## src/rtl/iclkg_pkg.sv

```systemverilog
package iclkg_pkg;

	// System clock and loop target
	localparam int unsigned CLK_HZ = 100_000_000;
	localparam int unsigned NOM_FREQ_HZ = 307_200;
	localparam int unsigned NOM_PERIOD_CYC = CLK_HZ / NOM_FREQ_HZ;

	// Control word layout and limits
	localparam int unsigned STAGE_W = 8;
	localparam int unsigned DIV_W = 4;
	localparam int unsigned WORD_W = DIV_W + STAGE_W;
	localparam logic [DIV_W-1:0] DIV_SLOWEST = 4'h9;
	localparam logic [WORD_W-1:0] WORD_MIN = 12'h000;
	localparam logic [WORD_W-1:0] WORD_MAX = 12'h9ff;
	localparam logic [WORD_W-1:0] WORD_RESET = 12'h510;

	// Ring oscillator model: half period = OSC_HALF_MIN + (word >> OSC_SHIFT), with the divider nibble capped at DIV_SLOWEST
	localparam int unsigned OSC_HALF_MIN = 1;
	localparam int unsigned OSC_SHIFT = 3;

	// Error band thresholds, in percent of nominal
	localparam int unsigned PCT_SCALE = 100;
	localparam int unsigned PCT_85 = 85;
	localparam int unsigned PCT_95 = 95;
	localparam int unsigned PCT_105 = 105;
	localparam int unsigned PCT_115 = 115;

	// Correction step sizes
	localparam logic [WORD_W-1:0] STEP_FINE = 12'h001;
	localparam logic [WORD_W-1:0] STEP_MID = 12'h008;
	localparam logic [WORD_W-1:0] STEP_COARSE = 12'h020;

	// Counter widths
	localparam int unsigned HALF_W = 16;
	localparam int unsigned PER_W = 16;
	localparam int unsigned PROD_W = 24;
	localparam int unsigned MULT_W = 7;

	// Comparator result: base clock frequency relative to nominal
	typedef enum logic [2:0] {
		BAND_VSLOW = 3'h0,
		BAND_SLOW = 3'h1,
		BAND_LSLOW = 3'h3,
		BAND_LFAST = 3'h2,
		BAND_FAST = 3'h6,
		BAND_VFAST = 3'h7
	} iclkg_band_type;

	// Derived clocks as seen downstream
	typedef struct packed {
		logic fast_internal_clock;
		logic base_clock;
		logic external_clock;
		logic osc_output_clock;
		logic gen_output_clock;
		logic bus_clock;
	} iclkg_clocks_type;

	// Enable chain
	typedef struct packed {
		logic clock_gen_halt;
		logic int_osc_enable;
		logic ext_path_enable;
	} iclkg_enables_type;

	// Whole module state
	typedef struct packed {
		iclkg_enables_type en;
		iclkg_clocks_type clk;
		logic [WORD_W-1:0] word;
		logic [HALF_W-1:0] half_cnt;
		logic [MULT_W-1:0] div_cnt;
		logic [PER_W-1:0] per_cnt;
		logic seen_edge;
		iclkg_band_type band;
		logic band_valid;
		logic filter_stable_flag;
	} iclkg_state_type;

endpackage

```

## src/rtl/iclkg_core.sv

```systemverilog
`timescale 1ns/1ns
module iclkg_core #(
	parameter int unsigned MULT_WIDTH = iclkg_pkg::MULT_W,
	parameter int unsigned NOM_PERIOD = iclkg_pkg::NOM_PERIOD_CYC,
	parameter logic [iclkg_pkg::WORD_W-1:0] WORD_INIT = iclkg_pkg::WORD_RESET
) (
	// Clock and reset
	input wire logic clock,
	input wire logic rstn,
	// Mode and control bits
	input wire logic stop_mode,
	input wire logic int_osc_on_bit,
	input wire logic ext_path_on_bit,
	input wire logic [MULT_WIDTH-1:0] multiplier_register,
	// External clock pin
	input wire logic ext_clock_in,
	// Enables
	output iclkg_pkg::iclkg_enables_type enables,
	// Generated clocks
	output iclkg_pkg::iclkg_clocks_type clocks,
	// Loop state
	output logic [iclkg_pkg::DIV_W-1:0] osc_divider_ctl,
	output logic [iclkg_pkg::STAGE_W-1:0] osc_stage_ctl,
	output iclkg_pkg::iclkg_band_type error_band,
	output logic error_band_valid,
	output logic filter_stable_flag
);

	iclkg_pkg::iclkg_state_type state;
	iclkg_pkg::iclkg_state_type next_state;

	// Period scaled by a percentage, wide enough for any count
	function automatic logic [iclkg_pkg::PROD_W-1:0] scaled(
		input logic [iclkg_pkg::PER_W-1:0] value,
		input int unsigned pct
	);
		logic [iclkg_pkg::PROD_W-1:0] wide;
		wide = iclkg_pkg::PROD_W'(value) * iclkg_pkg::PROD_W'(pct);
		return wide;
	endfunction

	// Divider nibble as the oscillator sees it
	function automatic logic [iclkg_pkg::WORD_W-1:0] effective_word(
		input logic [iclkg_pkg::WORD_W-1:0] word
	);
		logic [iclkg_pkg::DIV_W-1:0] div;
		div = word[iclkg_pkg::WORD_W-1:iclkg_pkg::STAGE_W];
		if (div > iclkg_pkg::DIV_SLOWEST) begin
			div = iclkg_pkg::DIV_SLOWEST;
		end
		return {div, word[iclkg_pkg::STAGE_W-1:0]};
	endfunction

	logic [iclkg_pkg::PROD_W-1:0] nom_scaled;
	logic [iclkg_pkg::HALF_W-1:0] half_len;
	logic [iclkg_pkg::WORD_W-1:0] eff_word;
	logic bypass;
	logic fast_rise;
	logic base_rise;
	logic gen_rise;
	logic [iclkg_pkg::PER_W-1:0] period;
	iclkg_pkg::iclkg_band_type band;
	logic [iclkg_pkg::WORD_W-1:0] step;
	logic step_up;

	// Next-state logic for the whole block
	always_comb begin
		next_state = state;
		nom_scaled = scaled(iclkg_pkg::PER_W'(NOM_PERIOD), iclkg_pkg::PCT_SCALE);
		eff_word = effective_word(state.word);
		half_len = iclkg_pkg::HALF_W'(iclkg_pkg::OSC_HALF_MIN)
			+ iclkg_pkg::HALF_W'(eff_word >> iclkg_pkg::OSC_SHIFT);
		bypass = (multiplier_register <= MULT_WIDTH'(1));
		fast_rise = 1'b0;
		base_rise = 1'b0;
		gen_rise = 1'b0;
		period = state.per_cnt;
		band = state.band;
		step = iclkg_pkg::STEP_FINE;
		step_up = 1'b0;

		// Enable chain; halt uses the live mode so enables drop in the same edge
		next_state.en.clock_gen_halt = stop_mode;
		next_state.en.int_osc_enable = int_osc_on_bit && !stop_mode;
		next_state.en.ext_path_enable = ext_path_on_bit && !stop_mode;

		// External path: pin is already synchronous, gated by enable
		next_state.clk.external_clock = ext_clock_in && next_state.en.ext_path_enable;

		if (!next_state.en.int_osc_enable) begin
			// Generator off: everything internal low, counters parked
			next_state.clk.fast_internal_clock = 1'b0;
			next_state.clk.base_clock = 1'b0;
			next_state.clk.osc_output_clock = 1'b0;
			next_state.clk.gen_output_clock = 1'b0;
			next_state.clk.bus_clock = 1'b0;
			next_state.half_cnt = '0;
			next_state.div_cnt = '0;
			next_state.per_cnt = '0;
			next_state.seen_edge = 1'b0;
			next_state.band_valid = 1'b0;
			next_state.filter_stable_flag = 1'b0;
		end else begin
			// Ring oscillator model: toggle every half_len cycles
			if (state.half_cnt >= half_len - iclkg_pkg::HALF_W'(1)) begin
				next_state.half_cnt = '0;
				next_state.clk.fast_internal_clock = !state.clk.fast_internal_clock;
				fast_rise = !state.clk.fast_internal_clock;
			end else begin
				next_state.half_cnt = state.half_cnt + iclkg_pkg::HALF_W'(1);
			end

			// Modulo N divider, counted on fast clock rising edges
			if (bypass) begin
				next_state.div_cnt = '0;
				next_state.clk.base_clock = next_state.clk.fast_internal_clock;
			end else if (fast_rise) begin
				if (state.div_cnt >= multiplier_register - MULT_WIDTH'(1)) begin
					next_state.div_cnt = '0;
				end else begin
					next_state.div_cnt = state.div_cnt + MULT_WIDTH'(1);
				end
				next_state.clk.base_clock =
					(next_state.div_cnt < (multiplier_register >> 1));
			end
			base_rise = next_state.clk.base_clock && !state.clk.base_clock;

			// Downstream chain: osc output follows fast clock, then halves twice
			next_state.clk.osc_output_clock = next_state.clk.fast_internal_clock;
			if (next_state.clk.osc_output_clock && !state.clk.osc_output_clock) begin
				next_state.clk.gen_output_clock = !state.clk.gen_output_clock;
				gen_rise = !state.clk.gen_output_clock;
			end
			if (gen_rise) begin
				next_state.clk.bus_clock = !state.clk.bus_clock;
			end

			// Period counter saturates so a stalled base clock reads very slow
			if (state.per_cnt != '1) begin
				next_state.per_cnt = state.per_cnt + iclkg_pkg::PER_W'(1);
			end

			if (base_rise) begin
				// Restart at one: this edge is already the first cycle of the new period
				next_state.per_cnt = iclkg_pkg::PER_W'(1);
				next_state.seen_edge = 1'b1;
				// Longer period means lower frequency
				if (scaled(period, iclkg_pkg::PCT_85) > nom_scaled) begin
					band = iclkg_pkg::BAND_VSLOW;
				end else if (scaled(period, iclkg_pkg::PCT_95) > nom_scaled) begin
					band = iclkg_pkg::BAND_SLOW;
				end else if (period > iclkg_pkg::PER_W'(NOM_PERIOD)) begin
					band = iclkg_pkg::BAND_LSLOW;
				end else if (scaled(period, iclkg_pkg::PCT_105) > nom_scaled) begin
					band = iclkg_pkg::BAND_LFAST;
				end else if (scaled(period, iclkg_pkg::PCT_115) > nom_scaled) begin
					band = iclkg_pkg::BAND_FAST;
				end else begin
					band = iclkg_pkg::BAND_VFAST;
				end

				// First edge after enable has no full period behind it
				if (state.seen_edge) begin
					next_state.band = band;
					next_state.band_valid = 1'b1;
					next_state.filter_stable_flag =
						(scaled(period, iclkg_pkg::PCT_95) <= nom_scaled)
						&& (scaled(period, iclkg_pkg::PCT_105) >= nom_scaled);
					unique case (band)
						iclkg_pkg::BAND_VSLOW: begin
							step = iclkg_pkg::STEP_COARSE;
							step_up = 1'b0;
						end
						iclkg_pkg::BAND_SLOW: begin
							step = iclkg_pkg::STEP_MID;
							step_up = 1'b0;
						end
						iclkg_pkg::BAND_LSLOW: begin
							step = iclkg_pkg::STEP_FINE;
							step_up = 1'b0;
						end
						iclkg_pkg::BAND_LFAST: begin
							step = iclkg_pkg::STEP_FINE;
							step_up = 1'b1;
						end
						iclkg_pkg::BAND_FAST: begin
							step = iclkg_pkg::STEP_MID;
							step_up = 1'b1;
						end
						iclkg_pkg::BAND_VFAST: begin
							step = iclkg_pkg::STEP_COARSE;
							step_up = 1'b1;
						end
					endcase
					// Whole-word add: nibble moves only via stage carry or borrow
					if (step_up) begin
						next_state.word = state.word + step;
					end else begin
						next_state.word = state.word - step;
					end
				end
			end
		end
	end

	// State register
	always_ff @(posedge clock) begin
		if (!rstn) begin
			state <= '0;
			state.word <= WORD_INIT;
			state.band <= iclkg_pkg::BAND_LFAST;
		end else begin
			state <= next_state;
		end
	end

	// Outputs straight from state flops
	assign enables = state.en;
	assign clocks = state.clk;
	assign osc_divider_ctl = state.word[iclkg_pkg::WORD_W-1:iclkg_pkg::STAGE_W];
	assign osc_stage_ctl = state.word[iclkg_pkg::STAGE_W-1:0];
	assign error_band = state.band;
	assign error_band_valid = state.band_valid;
	assign filter_stable_flag = state.filter_stable_flag;

endmodule

```

## config.mk

```make
export PLATFORM = sky130hd
export DESIGN_NAME = iclkg_core
export DESIGN_NICKNAME = d
export VERILOG_FILES = /design/src/rtl/iclkg_pkg.sv /design/src/rtl/iclkg_core.sv
export SDC_FILE = /design/constraint.sdc
export NUM_CORES = 1
export LEC_CHECK = 0
export BUFFER_PORTS_ARGS = -buffer_cell sky130_fd_sc_hd__buf_4
export CAP_MARGIN = 20
export CORE_UTILIZATION = 45
export DETAILED_ROUTE_END_ITERATION = 6
export PLACE_DENSITY = 0.7
export REMOVE_ABC_BUFFERS = 1
export SYNTH_ARGS = -nofsm -noshare
export SYNTH_HDL_FRONTEND = slang
export SYNTH_SLANG_ARGS = --single-unit
export TNS_END_PERCENT = 10
```

## constraint.sdc

```tcl
create_clock -name clock -period 8.8 [get_ports clock]
set_input_delay 0 -clock clock [delete_from_list [all_inputs] [get_ports clock]]
set_output_delay 0 -clock clock [all_outputs]
set_load 0.03 [all_outputs]
```

==> results of run 1 <==
-- flip-flops by register name (all words and copies together) (netlist names) --
| signal | cells |
|---|---|
| clocks | 5 |
| enables | 3 |
| error_band | 3 |
| error_band_valid | 1 |
| filter_stable_flag | 1 |
| osc_divider_ctl | 4 |
| osc_stage_ctl | 8 |
| period | 16 |
| state | 24 |
-- critical path: cells and delay by family, from the launching register on --
family / cells / cell delay (ns)
adders and majority gates: 7 / 3.01
AOI/OAI and AO/OA: 12 / 2.28
and+or+nand+nor: 7 / 1.53
DFF: 1 / 0.63
buffers and inverters: 6 / 0.55
-- power breakdown --
part	switching, mW	internal [mW]	total, mW	leakage (nW)
Sequential	0.00363	0.299	0.302	0.529
Combinational	0.0332	0.0246	0.0578	7.11
Clock	0.159	0.252	0.411	0.162
Total	0.196	0.575	0.771	7.80
-- layout by cell type (no fill, tap or decap), types with 15 or more instances in the layout --
cell / instances
sky130_fd_sc_hd__nand2_1: 94
sky130_fd_sc_hd__inv_1: 333
sky130_fd_sc_hd__xor2_1: 27
sky130_fd_sc_hd__nand3_1: 28
sky130_fd_sc_hd__a21o_1: 34
sky130_fd_sc_hd__xnor2_1: 54
sky130_fd_sc_hd__a21oi_1: 93
sky130_fd_sc_hd__fa_1: 121
sky130_fd_sc_hd__o211ai_1: 16
sky130_fd_sc_hd__ha_1: 253
sky130_fd_sc_hd__nor2_1: 119
sky130_fd_sc_hd__and3_1: 16
sky130_fd_sc_hd__nand2b_1: 16
sky130_fd_sc_hd__nor2b_1: 16
sky130_fd_sc_hd__o21a_1: 16
sky130_fd_sc_hd__buf_4: 53
sky130_fd_sc_hd__nand4_1: 15
sky130_fd_sc_hd__o21ai_0: 61
sky130_fd_sc_hd__nor3_1: 22
sky130_fd_sc_hd__dfxtp_1: 63
-- path summary, 6_finish.rpt --
kind	start	end	cells past startpoint
min	ext_path_on_bit	clocks[3]$_SDFF_PN0_	4
max	period[7]$_SDFFE_PP0P_	osc_divider_ctl[2]$_SDFFE_PN1P_	32
min reg2reg	error_band[2]$_SDFFE_PN0P_	error_band[2]$_SDFFE_PN0P_	2
max reg2reg	period[7]$_SDFFE_PP0P_	osc_divider_ctl[2]$_SDFFE_PN1P_	32
-- cell type report --
cell class | instances | area [sq um]
Clock buffer | 9 | 225
Clock inverter | 7 | 103
Fill cell | 2740 | 14600
Inverter | 337 | 1280
Multi-Input combinational cell | 1189 | 10500
Sequential cell | 65 | 1300
Tap cell | 384 | 480
Timing Repair Buffer | 57 | 438
-- through the flow --
step / hold slack, ns / instance area, sq um / cells
6_report: 0.0466 / 14400 / 2048
5_1_grt: 0.0830 / 14400 / 2048
4_1_cts: 0.0346 / 14300 / 2038
3_5_place_dp: 0.192 / 13900 / 2018
3_3_place_gp: 0.185 / 13900 / 2018
2_1_floorplan: 0.0787 / 13100 / 1591
-- layer usage --
metal,part of all wire (%),track usage [%],vias up
met4,1.3,4.68,0
li1,-,-,5506
met3,5.2,2.14,28
met5,0,0,-
met2,46,37.6,246
met1,47,31.5,5392
-- kinds of logic after synthesis --
kind of cell | after synthesis | synth area share [%]
AO/OA/AOI/OAI | 334 | 16.6
XOR/XNOR | 81 | 5.31
adder cells (fa/ha/maj) | 374 | 41.8
buffers and inverters | 383 | 11.5
flip-flops | 65 | 9.74
multiplexers | 17 | 1.30
other | 1 | 0.0281
AND/OR/NAND/NOR | 377 | 13.7
-- repair_timing --
item | in CTS | in global routing
hold endpoints to repair | 8 | 0
hold buffers | 4 | 0
setup buffers | 0 | 10
resized for setup | 0 | 5
setup endpoints to repair | 0 | 1
==> results.py, run 1 <==
metrics = {
    "route": {
        "drt_drc_violations_left": 0,
        "drt_wl_total_um": 32900,
        "routed-via-count": 11200,
        "wl_per_cell_um": 16.1,
        "drt.antenna.violating_nets": 0,
        "via_per_instance_ratio": 5.46,
        "dr.pass1.iters": 5,
        "first_iter_violations": 641,
    },
    "timing": {
        "fin_crit_sh_pct": 92.2,
        "max-slew-margin-rel_pct": 35.0,
        "max_clock_freq_mhz": 123,
        "setup-tns-final_ns": 0,
        "worst_clock_skew_ns": 0.0126,
        "fin_crit_ns": 8.12,
        "final-hold-violation-count": 0,
        "report.final.setup_viol": 0,
        "slew_viol_final": 0,
        "setup_slack_ns": 0.684,
        "max_slew.worst_pin.slew_ns": 0.969,
        "rsz0062_at_grt": "no",
    },
    "clock_network": {
        "cts_made_buffers": 9,
        "cts_max_path_buffers": 2,
        "cts.root.buffer_cell": "sky130_fd_sc_hd__clkbuf_16",
        "worstSkewPairLatency_ns": 0.34,
        "cts_tree": "done",
        "clock_transition_at_the_register_clock_pins_on_the_worst_setup_and_hold_paths_after_cts_ns": 0.07,
        "htreeDepth": 3,
        "tritoncts_num_sinks": 65,
    },
    "min_path": {
        "hold_path_class": "in -> reg",
    },
    "die": {
        "die_h_um": 174,
        "dieWidth_um": 174,
        "fp-row-count": 62,
        "ports_placed_on_the_boundary": 39,
        "core_area_sq_um": 28900,
        "effective_utilization_at_floorplan_pct": 46.2,
        "design.die.area_sq_um": 30400,
    },
    "global_route": {
        "grt_overflow_total": 0,
        "grt_use_total_pct": 22.6,
        "number_of_global_route_vias_before_repair": 11300,
        "grt_max_degree": 18,
        "number_of_antenna_violations_at_the_first_check_in_global_routing": 0,
        "first_pass_grt_wire_length_um": 56100,
    },
    "synth": {
        "yosysTopAreaCellShare_pct": 23.7,
        "synth_ff_type": "sky130_fd_sc_hd__dfxtp_1",
        "yosysUniqueCellTypes": 77,
        "synth_enable_flop_cells": 0,
        "synth_common_cells": "sky130_fd_sc_hd__inv_1, sky130_fd_sc_hd__ha_1, sky130_fd_sc_hd__fa_1",
        "number_of_storage_elements_in_the_synthesis_netlist": 65,
        "share_of_the_yosys_chip_area_belonging_to_registers_pct": 9.74,
        "synth.most_common_cell": "sky130_fd_sc_hd__inv_1",
        "synth_area_leader_cell": "sky130_fd_sc_hd__ha_1",
        "syn_area_per_cell_sq_um": 8.19,
        "asyncSetResetFlopFracSynth_pct": 0,
        "synthCells": 1632,
        "yosys_warnings": 0,
        "mappedNetlistArea_sq_um": 13400,
        "yosys-top-cells-area": "sky130_fd_sc_hd__ha_1, sky130_fd_sc_hd__fa_1, sky130_fd_sc_hd__dfxtp_1, sky130_fd_sc_hd__inv_1, sky130_fd_sc_hd__xnor2_1",
    },
    "critical_path": {
        "critPathMaxFanout": 9,
        "critPathRequiredTime_ns": 9.03,
        "critPathMostFrequentCell": "sky130_fd_sc_hd__fa_1",
        "crit_path_top_delay_cell": "sky130_fd_sc_hd__dfxtp_1",
        "critPathLaunchType": "flop",
        "crit_path_max_incr_delay_ns": 0.63,
        "crit_type": "reg -> reg",
        "critical_path.endpoint_type": "flop",
        "worst_ep_arrival_time_ns": 8.35,
        "ff2ff_setup_slack_ns": 0.68,
    },
    "place": {
        "post-dp-hpwl_um": 27800,
        "globalplace.congestion": 0.946,
        "number_of_port_buffers": 38,
        "place_ws_ns": 0.616,
    },
    "final_layout": {
        "final_core_utilization_pct": 49.6,
        "drive_above_1_share_pct": 6.13,
        "antenna_cells_inserted": 0,
        "areaGrowthSynthToFinish_pct": 7.49,
        "fin_nets": 2046,
    },
    "pwr": {
        "power-per-cell-area_nw_per_um2": 53.7,
        "p_total_uw": 771,
        "peakVddDrop_uv": 65.4,
        "total_leakage_power_nw": 7.80,
    },
    "job": {
        "max_cap_violations": 0,
    },
    "status": {
        "run_status": "completed",
    },
}
(Power assumes the default switching activity.)
==> inputs of run 2 (changes only) <==
--- a/config.mk
+++ b/config.mk
@@ -7,8 +7,10 @@
 export LEC_CHECK = 0
 export BUFFER_PORTS_ARGS = -buffer_cell sky130_fd_sc_hd__buf_4
 export CAP_MARGIN = 20
+export CORE_ASPECT_RATIO = 1.5
 export CORE_UTILIZATION = 45
 export DETAILED_ROUTE_END_ITERATION = 6
+export HOLD_SLACK_MARGIN = 0.03
 export PLACE_DENSITY = 0.7
 export REMOVE_ABC_BUFFERS = 1
 export SYNTH_ARGS = -nofsm -noshare
==> run 2 against run 1 <==
Effect of this change:
- worst hold slack about the same
- routed wire length increased by 0.21%
- setup slack worse by 0.074 ns
- maximum frequency decreased by 0.90%
==> results.py, run 2 (synthesis results as in run 1) <==
metrics = {
    "final_layout": {
        "fin_nets": 2046,
        "most_frequent_cells_in_the_layout": "sky130_fd_sc_hd__inv_1, sky130_fd_sc_hd__ha_1, sky130_fd_sc_hd__fa_1, sky130_fd_sc_hd__nor2_1, sky130_fd_sc_hd__nand2_1",
        "seq_area_sq_um": 1300,
        "drive_above_1_share_pct": 5.89,
        "layout_commonest_cell": "sky130_fd_sc_hd__inv_1",
        "antenna_cells_inserted": 0,
        "final_core_utilization_pct": 49.4,
        "areaGrowthSynthToFinish_pct": 7.33,
        "largest_register_ff_count": 24,
        "final.fill_count": 2766,
        "largest-register": "state",
        "multiInputGateArea_sq_um": 10500,
    },
    "global_route": {
        "grt_max_degree": 18,
        "grt_use_total_pct": 22.9,
        "first_pass_grt_wire_length_um": 55000,
        "number_of_global_route_vias_before_repair": 11600,
        "grt_overflow_total": 0,
        "number_of_antenna_violations_at_the_first_check_in_global_routing": 0,
    },
    "timing": {
        "setup-tns-final_ns": 0,
        "max_slew.worst_pin.slew_ns": 0.891,
        "max_clock_freq_mhz": 122,
        "final-hold-violation-count": 0,
        "rsz0062_at_grt": "no",
        "worst_clock_skew_ns": 0.0153,
        "slew_viol_final": 0,
        "report.final.setup_viol": 0,
        "fin_crit_ns": 8.19,
        "max-slew-margin-rel_pct": 39.1,
        "fin_crit_sh_pct": 93.1,
    },
    "critical_path": {
        "crit_type": "reg -> reg",
        "worst_r2r_path_depth": 32,
        "critical_path.endpoint_type": "flop",
        "endpoint": "osc_divider_ctl[2]$_SDFFE_PN1P_",
        "critPathRequiredTime_ns": 9.04,
        "worstPathBufferInverterCount": 6,
        "critPathMaxFanout": 9,
        "cp-startpoint": "period[5]$_SDFFE_PP0P_",
        "critPathMostFrequentCell": "sky130_fd_sc_hd__fa_1",
        "worst_ep_arrival_time_ns": 8.44,
        "ff2ff_setup_slack_ns": 0.61,
        "crit-reg2reg-capture": "osc_divider_ctl[2]$_SDFFE_PN1P_",
        "critPathLaunchType": "flop",
        "r2r-start": "period[5]$_SDFFE_PP0P_",
        "crit_path_max_incr_delay_ns": 0.65,
        "crit_path_top_delay_cell": "sky130_fd_sc_hd__dfxtp_1",
        "critical_path.top_delay_family": "adder cells",
        "timing.critical_path.depth": 32,
    },
    "route": {
        "drt_wl_total_um": 33000,
        "routed-via-count": 11100,
        "first_iter_violations": 512,
        "via_per_instance_ratio": 5.42,
        "drt.antenna.violating_nets": 0,
        "wl_per_cell_um": 16.1,
        "dr.pass1.iters": 5,
        "drt_drc_violations_left": 0,
    },
    "die": {
        "core_area_sq_um": 29000,
        "fp-row-count": 76,
        "effective_utilization_at_floorplan_pct": 46.1,
        "die_h_um": 213,
        "ports_placed_on_the_boundary": 39,
        "design.die.area_sq_um": 30400,
        "dieWidth_um": 143,
    },
    "clock_network": {
        "tritoncts_num_sinks": 65,
        "cts_tree": "done",
        "htreeDepth": 3,
        "cts_max_path_buffers": 2,
        "worstSkewPairLatency_ns": 0.35,
        "cts.root.buffer_cell": "sky130_fd_sc_hd__clkbuf_16",
        "cts_made_buffers": 9,
        "clock_transition_at_the_register_clock_pins_on_the_worst_setup_and_hold_paths_after_cts_ns": 0.07,
    },
    "place": {
        "globalplace.congestion": 0.939,
        "number_of_port_buffers": 38,
        "post-dp-hpwl_um": 27700,
    },
    "pwr": {
        "peakVddDrop_uv": 76.4,
        "power-per-cell-area_nw_per_um2": 52.5,
        "total_leakage_power_nw": 7.79,
    },
    "min_path": {
        "hold_path_class": "in -> reg",
    },
    "job": {
        "max_cap_violations": 0,
    },
    "status": {
        "run_status": "completed",
    },
}
run 2: area by class of cell:
cell class,count,area share (%)
Multi-Input combinational cell,1189,73.5
Sequential cell,65,9.08
Inverter,337,8.85
Tap cell,390,3.40
Timing Repair Buffer,57,3.05
Clock buffer,9,1.57
Clock inverter,7,0.576
run 2: worst min-delay path by stage:
stage / startpoint / endpoint / slack, ns / cells past startpoint
2_1_floorplan: stop_mode / enables[0]$_SDFF_PN0_ / 0.08 / 1
3_3_place_gp: stop_mode / enables[0]$_SDFF_PN0_ / 0.18 / 2
3_5_place_dp: stop_mode / enables[0]$_SDFF_PN0_ / 0.19 / 2
4_1_cts: ext_path_on_bit / clocks[3]$_SDFF_PN0_ / 0.03 / 4
5_1_grt: ext_path_on_bit / clocks[3]$_SDFF_PN0_ / 0.08 / 4
6_report: ext_path_on_bit / clocks[3]$_SDFF_PN0_ / 0.05 / 4
run 2: where the power goes:
group | internal (mW) | total, mW | switching, mW | leakage [nW]
Clock | 0.225 | 0.393 | 0.168 | 0.145
Combinational | 0.0248 | 0.0586 | 0.0339 | 7.12
Sequential | 0.299 | 0.301 | 0.00297 | 0.528
Total | 0.548 | 0.753 | 0.205 | 7.79
run 2: worst register-to-register path, delay by kind of cell (launching register included):
kind	cells	cell delay, ns
compound gates	12	2.23
fa+ha+maj	7	2.97
buf+inv	6	0.64
flops	1	0.65
simple gates	7	1.61
run 2: what timing repair did:
item / 4_1_cts / 5_1_grt
hold buffers: 4 / 0
hold endpoints to repair: 8 / 0
setup buffers: 0 / 5
setup endpoints to repair: 0 / 1
gates resized for setup: 0 / 2
run 2: metrics by stage:
| step | cells | setup slack, ns | cell area [sq um] | power [mW] | hold WS (ns) |
|---|---|---|---|---|---|
| 2_1_floorplan | 1591 | 1.38 | 13100 | 0.343 | 0.0787 |
| 5_1_grt | 2054 | 0.0332 | 14300 | 0.775 | 0.0805 |
| 3_3_place_gp | 2029 | 0.840 | 13900 | 0.364 | 0.183 |
| 4_1_cts | 2049 | 0.575 | 14300 | 0.759 | 0.0301 |
| 3_5_place_dp | 2029 | 0.589 | 13900 | 0.365 | 0.194 |
| 6_report | 2054 | 0.609 | 14300 | 0.753 | 0.0465 |
run 2: routing by layer:
metal  GRT usage [%]  vias to the layer above  routed length (um)
met2            42.4                      207               16900
met1            25.3                     5335               13500
met4            13.2                        0                1810
met5               0                        -                   0
li1                -                     5501                   -
met3            2.04                       86                 764
==> inputs of run 3 (changes only) <==
--- a/config.mk
+++ b/config.mk
@@ -12,7 +12,6 @@
 export DETAILED_ROUTE_END_ITERATION = 6
 export HOLD_SLACK_MARGIN = 0.03
 export PLACE_DENSITY = 0.7
-export REMOVE_ABC_BUFFERS = 1
 export SYNTH_ARGS = -nofsm -noshare
 export SYNTH_HDL_FRONTEND = slang
 export SYNTH_SLANG_ARGS = --single-unit
==> run 3 against run 2 <==
Effect of this change:
- total power rose by 1.7%
- final cell count unchanged
- via count hardly changed
- maximum frequency is 0.31% lower
- core utilization grew 0.091 points
- die area unchanged
- combinational power fell by 2%
- setup slack worse by 0.025 ns
- first-iteration DRC count is 5.9% lower
- clock skew down 0.0041 ns
- sequential share of layout area about the same
- critical path depth fell by 1
- largest cell class unchanged
==> results.py, run 3 (synthesis results as in run 1) <==
metrics = {
    "final_layout": {
        "layout_commonest_cell": "sky130_fd_sc_hd__inv_1",
        "final.fill_count": 2754,
        "areaGrowthSynthToFinish_pct": 7.53,
        "antenna_cells_inserted": 0,
        "fin_nets": 2046,
        "drive_above_1_share_pct": 5.95,
        "largest_register_ff_count": 24,
        "most_frequent_cells_in_the_layout": "sky130_fd_sc_hd__inv_1, sky130_fd_sc_hd__ha_1, sky130_fd_sc_hd__fa_1, sky130_fd_sc_hd__nor2_1, sky130_fd_sc_hd__nand2_1",
        "largest-register": "state",
    },
    "route": {
        "dr.pass1.iters": 5,
        "first_iter_violations": 482,
        "drt.antenna.violating_nets": 0,
        "drt_drc_violations_left": 0,
        "routed-via-count": 11100,
        "wl_per_cell_um": 16.2,
        "drt_wl_total_um": 33300,
        "via_per_instance_ratio": 5.42,
    },
    "job": {
        "max_cap_violations": 0,
    },
    "global_route": {
        "grt_max_degree": 18,
        "number_of_global_route_vias_before_repair": 11600,
        "first_pass_grt_wire_length_um": 55400,
        "grt_overflow_total": 0,
        "number_of_antenna_violations_at_the_first_check_in_global_routing": 0,
        "grt_use_total_pct": 23.1,
    },
    "timing": {
        "slew_viol_final": 0,
        "max-slew-margin-rel_pct": 47.6,
        "fin_crit_ns": 8.22,
        "setup-tns-final_ns": 0,
        "max_clock_freq_mhz": 122,
        "report.final.setup_viol": 0,
        "final-hold-violation-count": 0,
        "worst_clock_skew_ns": 0.0112,
        "rsz0062_at_grt": "no",
        "max_slew.worst_pin.slew_ns": 0.785,
        "fin_worst_hold_slack_ns": 0.0312,
        "fin_crit_sh_pct": 93.4,
    },
    "clock_network": {
        "htreeDepth": 3,
        "cts_max_path_buffers": 2,
        "worstSkewPairLatency_ns": 0.35,
        "clock_transition_at_the_register_clock_pins_on_the_worst_setup_and_hold_paths_after_cts_ns": 0.06,
        "cts_tree": "done",
        "cts.root.buffer_cell": "sky130_fd_sc_hd__clkbuf_16",
        "tritoncts_num_sinks": 65,
        "cts_made_buffers": 9,
    },
    "die": {
        "effective_utilization_at_floorplan_pct": 46.1,
        "dieWidth_um": 143,
        "die_h_um": 213,
        "design.die.area_sq_um": 30400,
        "fp-row-count": 76,
        "core_area_sq_um": 29000,
        "ports_placed_on_the_boundary": 39,
    },
    "critical_path": {
        "crit_path_top_delay_cell": "sky130_fd_sc_hd__fa_1",
        "critPathRequiredTime_ns": 9.04,
        "worst_ep_arrival_time_ns": 8.45,
        "critPathMaxFanout": 9,
        "critical_path.endpoint_type": "flop",
        "crit_path_max_incr_delay_ns": 0.62,
        "critPathLaunchType": "flop",
        "crit_type": "reg -> reg",
    },
    "pwr": {
        "p_total_uw": 766,
        "total_leakage_power_nw": 7.80,
        "power-per-cell-area_nw_per_um2": 53.3,
        "power.combinational.fraction_pct": 7.5,
        "p_sw_share_pct": 25.0,
        "power.net_switching_uw": 192,
        "p_seq_share_pct": 39.4,
        "peakVddDrop_uv": 82.6,
        "internal-power_uw": 574,
        "power.share.clock_pct": 53.1,
    },
    "min_path": {
        "hold_path_class": "in -> reg",
    },
    "place": {
        "post-dp-hpwl_um": 28500,
        "globalplace.congestion": 0.931,
        "number_of_port_buffers": 38,
    },
    "status": {
        "run_status": "completed",
    },
}
-- run 3: layout make-up --
| cell class | count | area [sq um] | area share, % |
|---|---|---|---|
| multi-input combinational | 1189 | 10500 | 73.4 |
| sequential | 65 | 1300 | 9.06 |
| inverter | 337 | 1270 | 8.83 |
| tap | 390 | 488 | 3.40 |
| timing repair buffer | 57 | 438 | 3.05 |
| clock buffer | 9 | 225 | 1.57 |
| clock inverter | 7 | 104 | 0.723 |
-- run 3: worst paths after layout --
kind	slack, ns	endpoint	depth (start not counted)	from
worst max register to register	0.58	osc_divider_ctl[2]$_SDFFE_PN1P_	31	period[7]$_SDFFE_PP0P_
worst min-delay path	0.03	clocks[3]$_SDFF_PN0_	4	ext_path_on_bit
worst min register to register	0.48	filter_stable_flag$_SDFFE_PN0P_	2	filter_stable_flag$_SDFFE_PN0P_
worst max-delay path	0.58	osc_divider_ctl[2]$_SDFFE_PN1P_	31	period[7]$_SDFFE_PP0P_
-- run 3: what timing repair did --
| action | 4_1_cts | 5_1_grt |
|---|---|---|
| endpoints found under the hold margin | 8 | 0 |
| endpoints found under the setup margin | 0 | 1 |
| setup buffers | 0 | 2 |
| hold buffers | 4 | 0 |
| resized for setup | 0 | 2 |
-- run 3: routing by layer --
| layer | global-route usage, % | up-vias | share of wire [%] |
|---|---|---|---|
| met1 | 23.5 | 5291 | 38 |
| li1 | - | 5492 | - |
| met2 | 45.3 | 250 | 54 |
| met3 | 2.42 | 93 | 3.0 |
| met5 | 0 | - | 0 |
| met4 | 12.9 | 0 | 5.3 |
-- run 3: metrics by stage --
step	std cells	area [sq um]	util (%)	worst slack, ns
floorplan	1637	13400	-	1.38
global route	2054	14400	49.5	0.0273
CTS	2052	14300	49.4	0.516
global placement	2032	14000	48.2	0.758
finish	2054	14400	49.5	0.584
detailed placement	2032	14000	48.2	0.548
-- run 3: power by group through the flow --
stage / sequential [mW] / clock [mW] / combinational, mW
floorplan: 0.307 / 0 / 0.0399
global placement: 0.308 / 0 / 0.0538
detailed placement: 0.309 / 0 / 0.0557
CTS: 0.302 / 0.410 / 0.0574
global route: 0.302 / 0.421 / 0.0631
finish: 0.302 / 0.406 / 0.0572
-- run 3: critical path, delay by kind of cell, from the launching register on --
| kind | cells | cell delay, ns |
|---|---|---|
| flip-flops | 1 | 0.56 |
| AND/OR/NAND/NOR | 7 | 1.52 |
| adder cells (fa/ha/maj) | 7 | 3.06 |
| buffers and inverters | 5 | 0.62 |
| AO/OA/AOI/OAI | 12 | 2.34 |
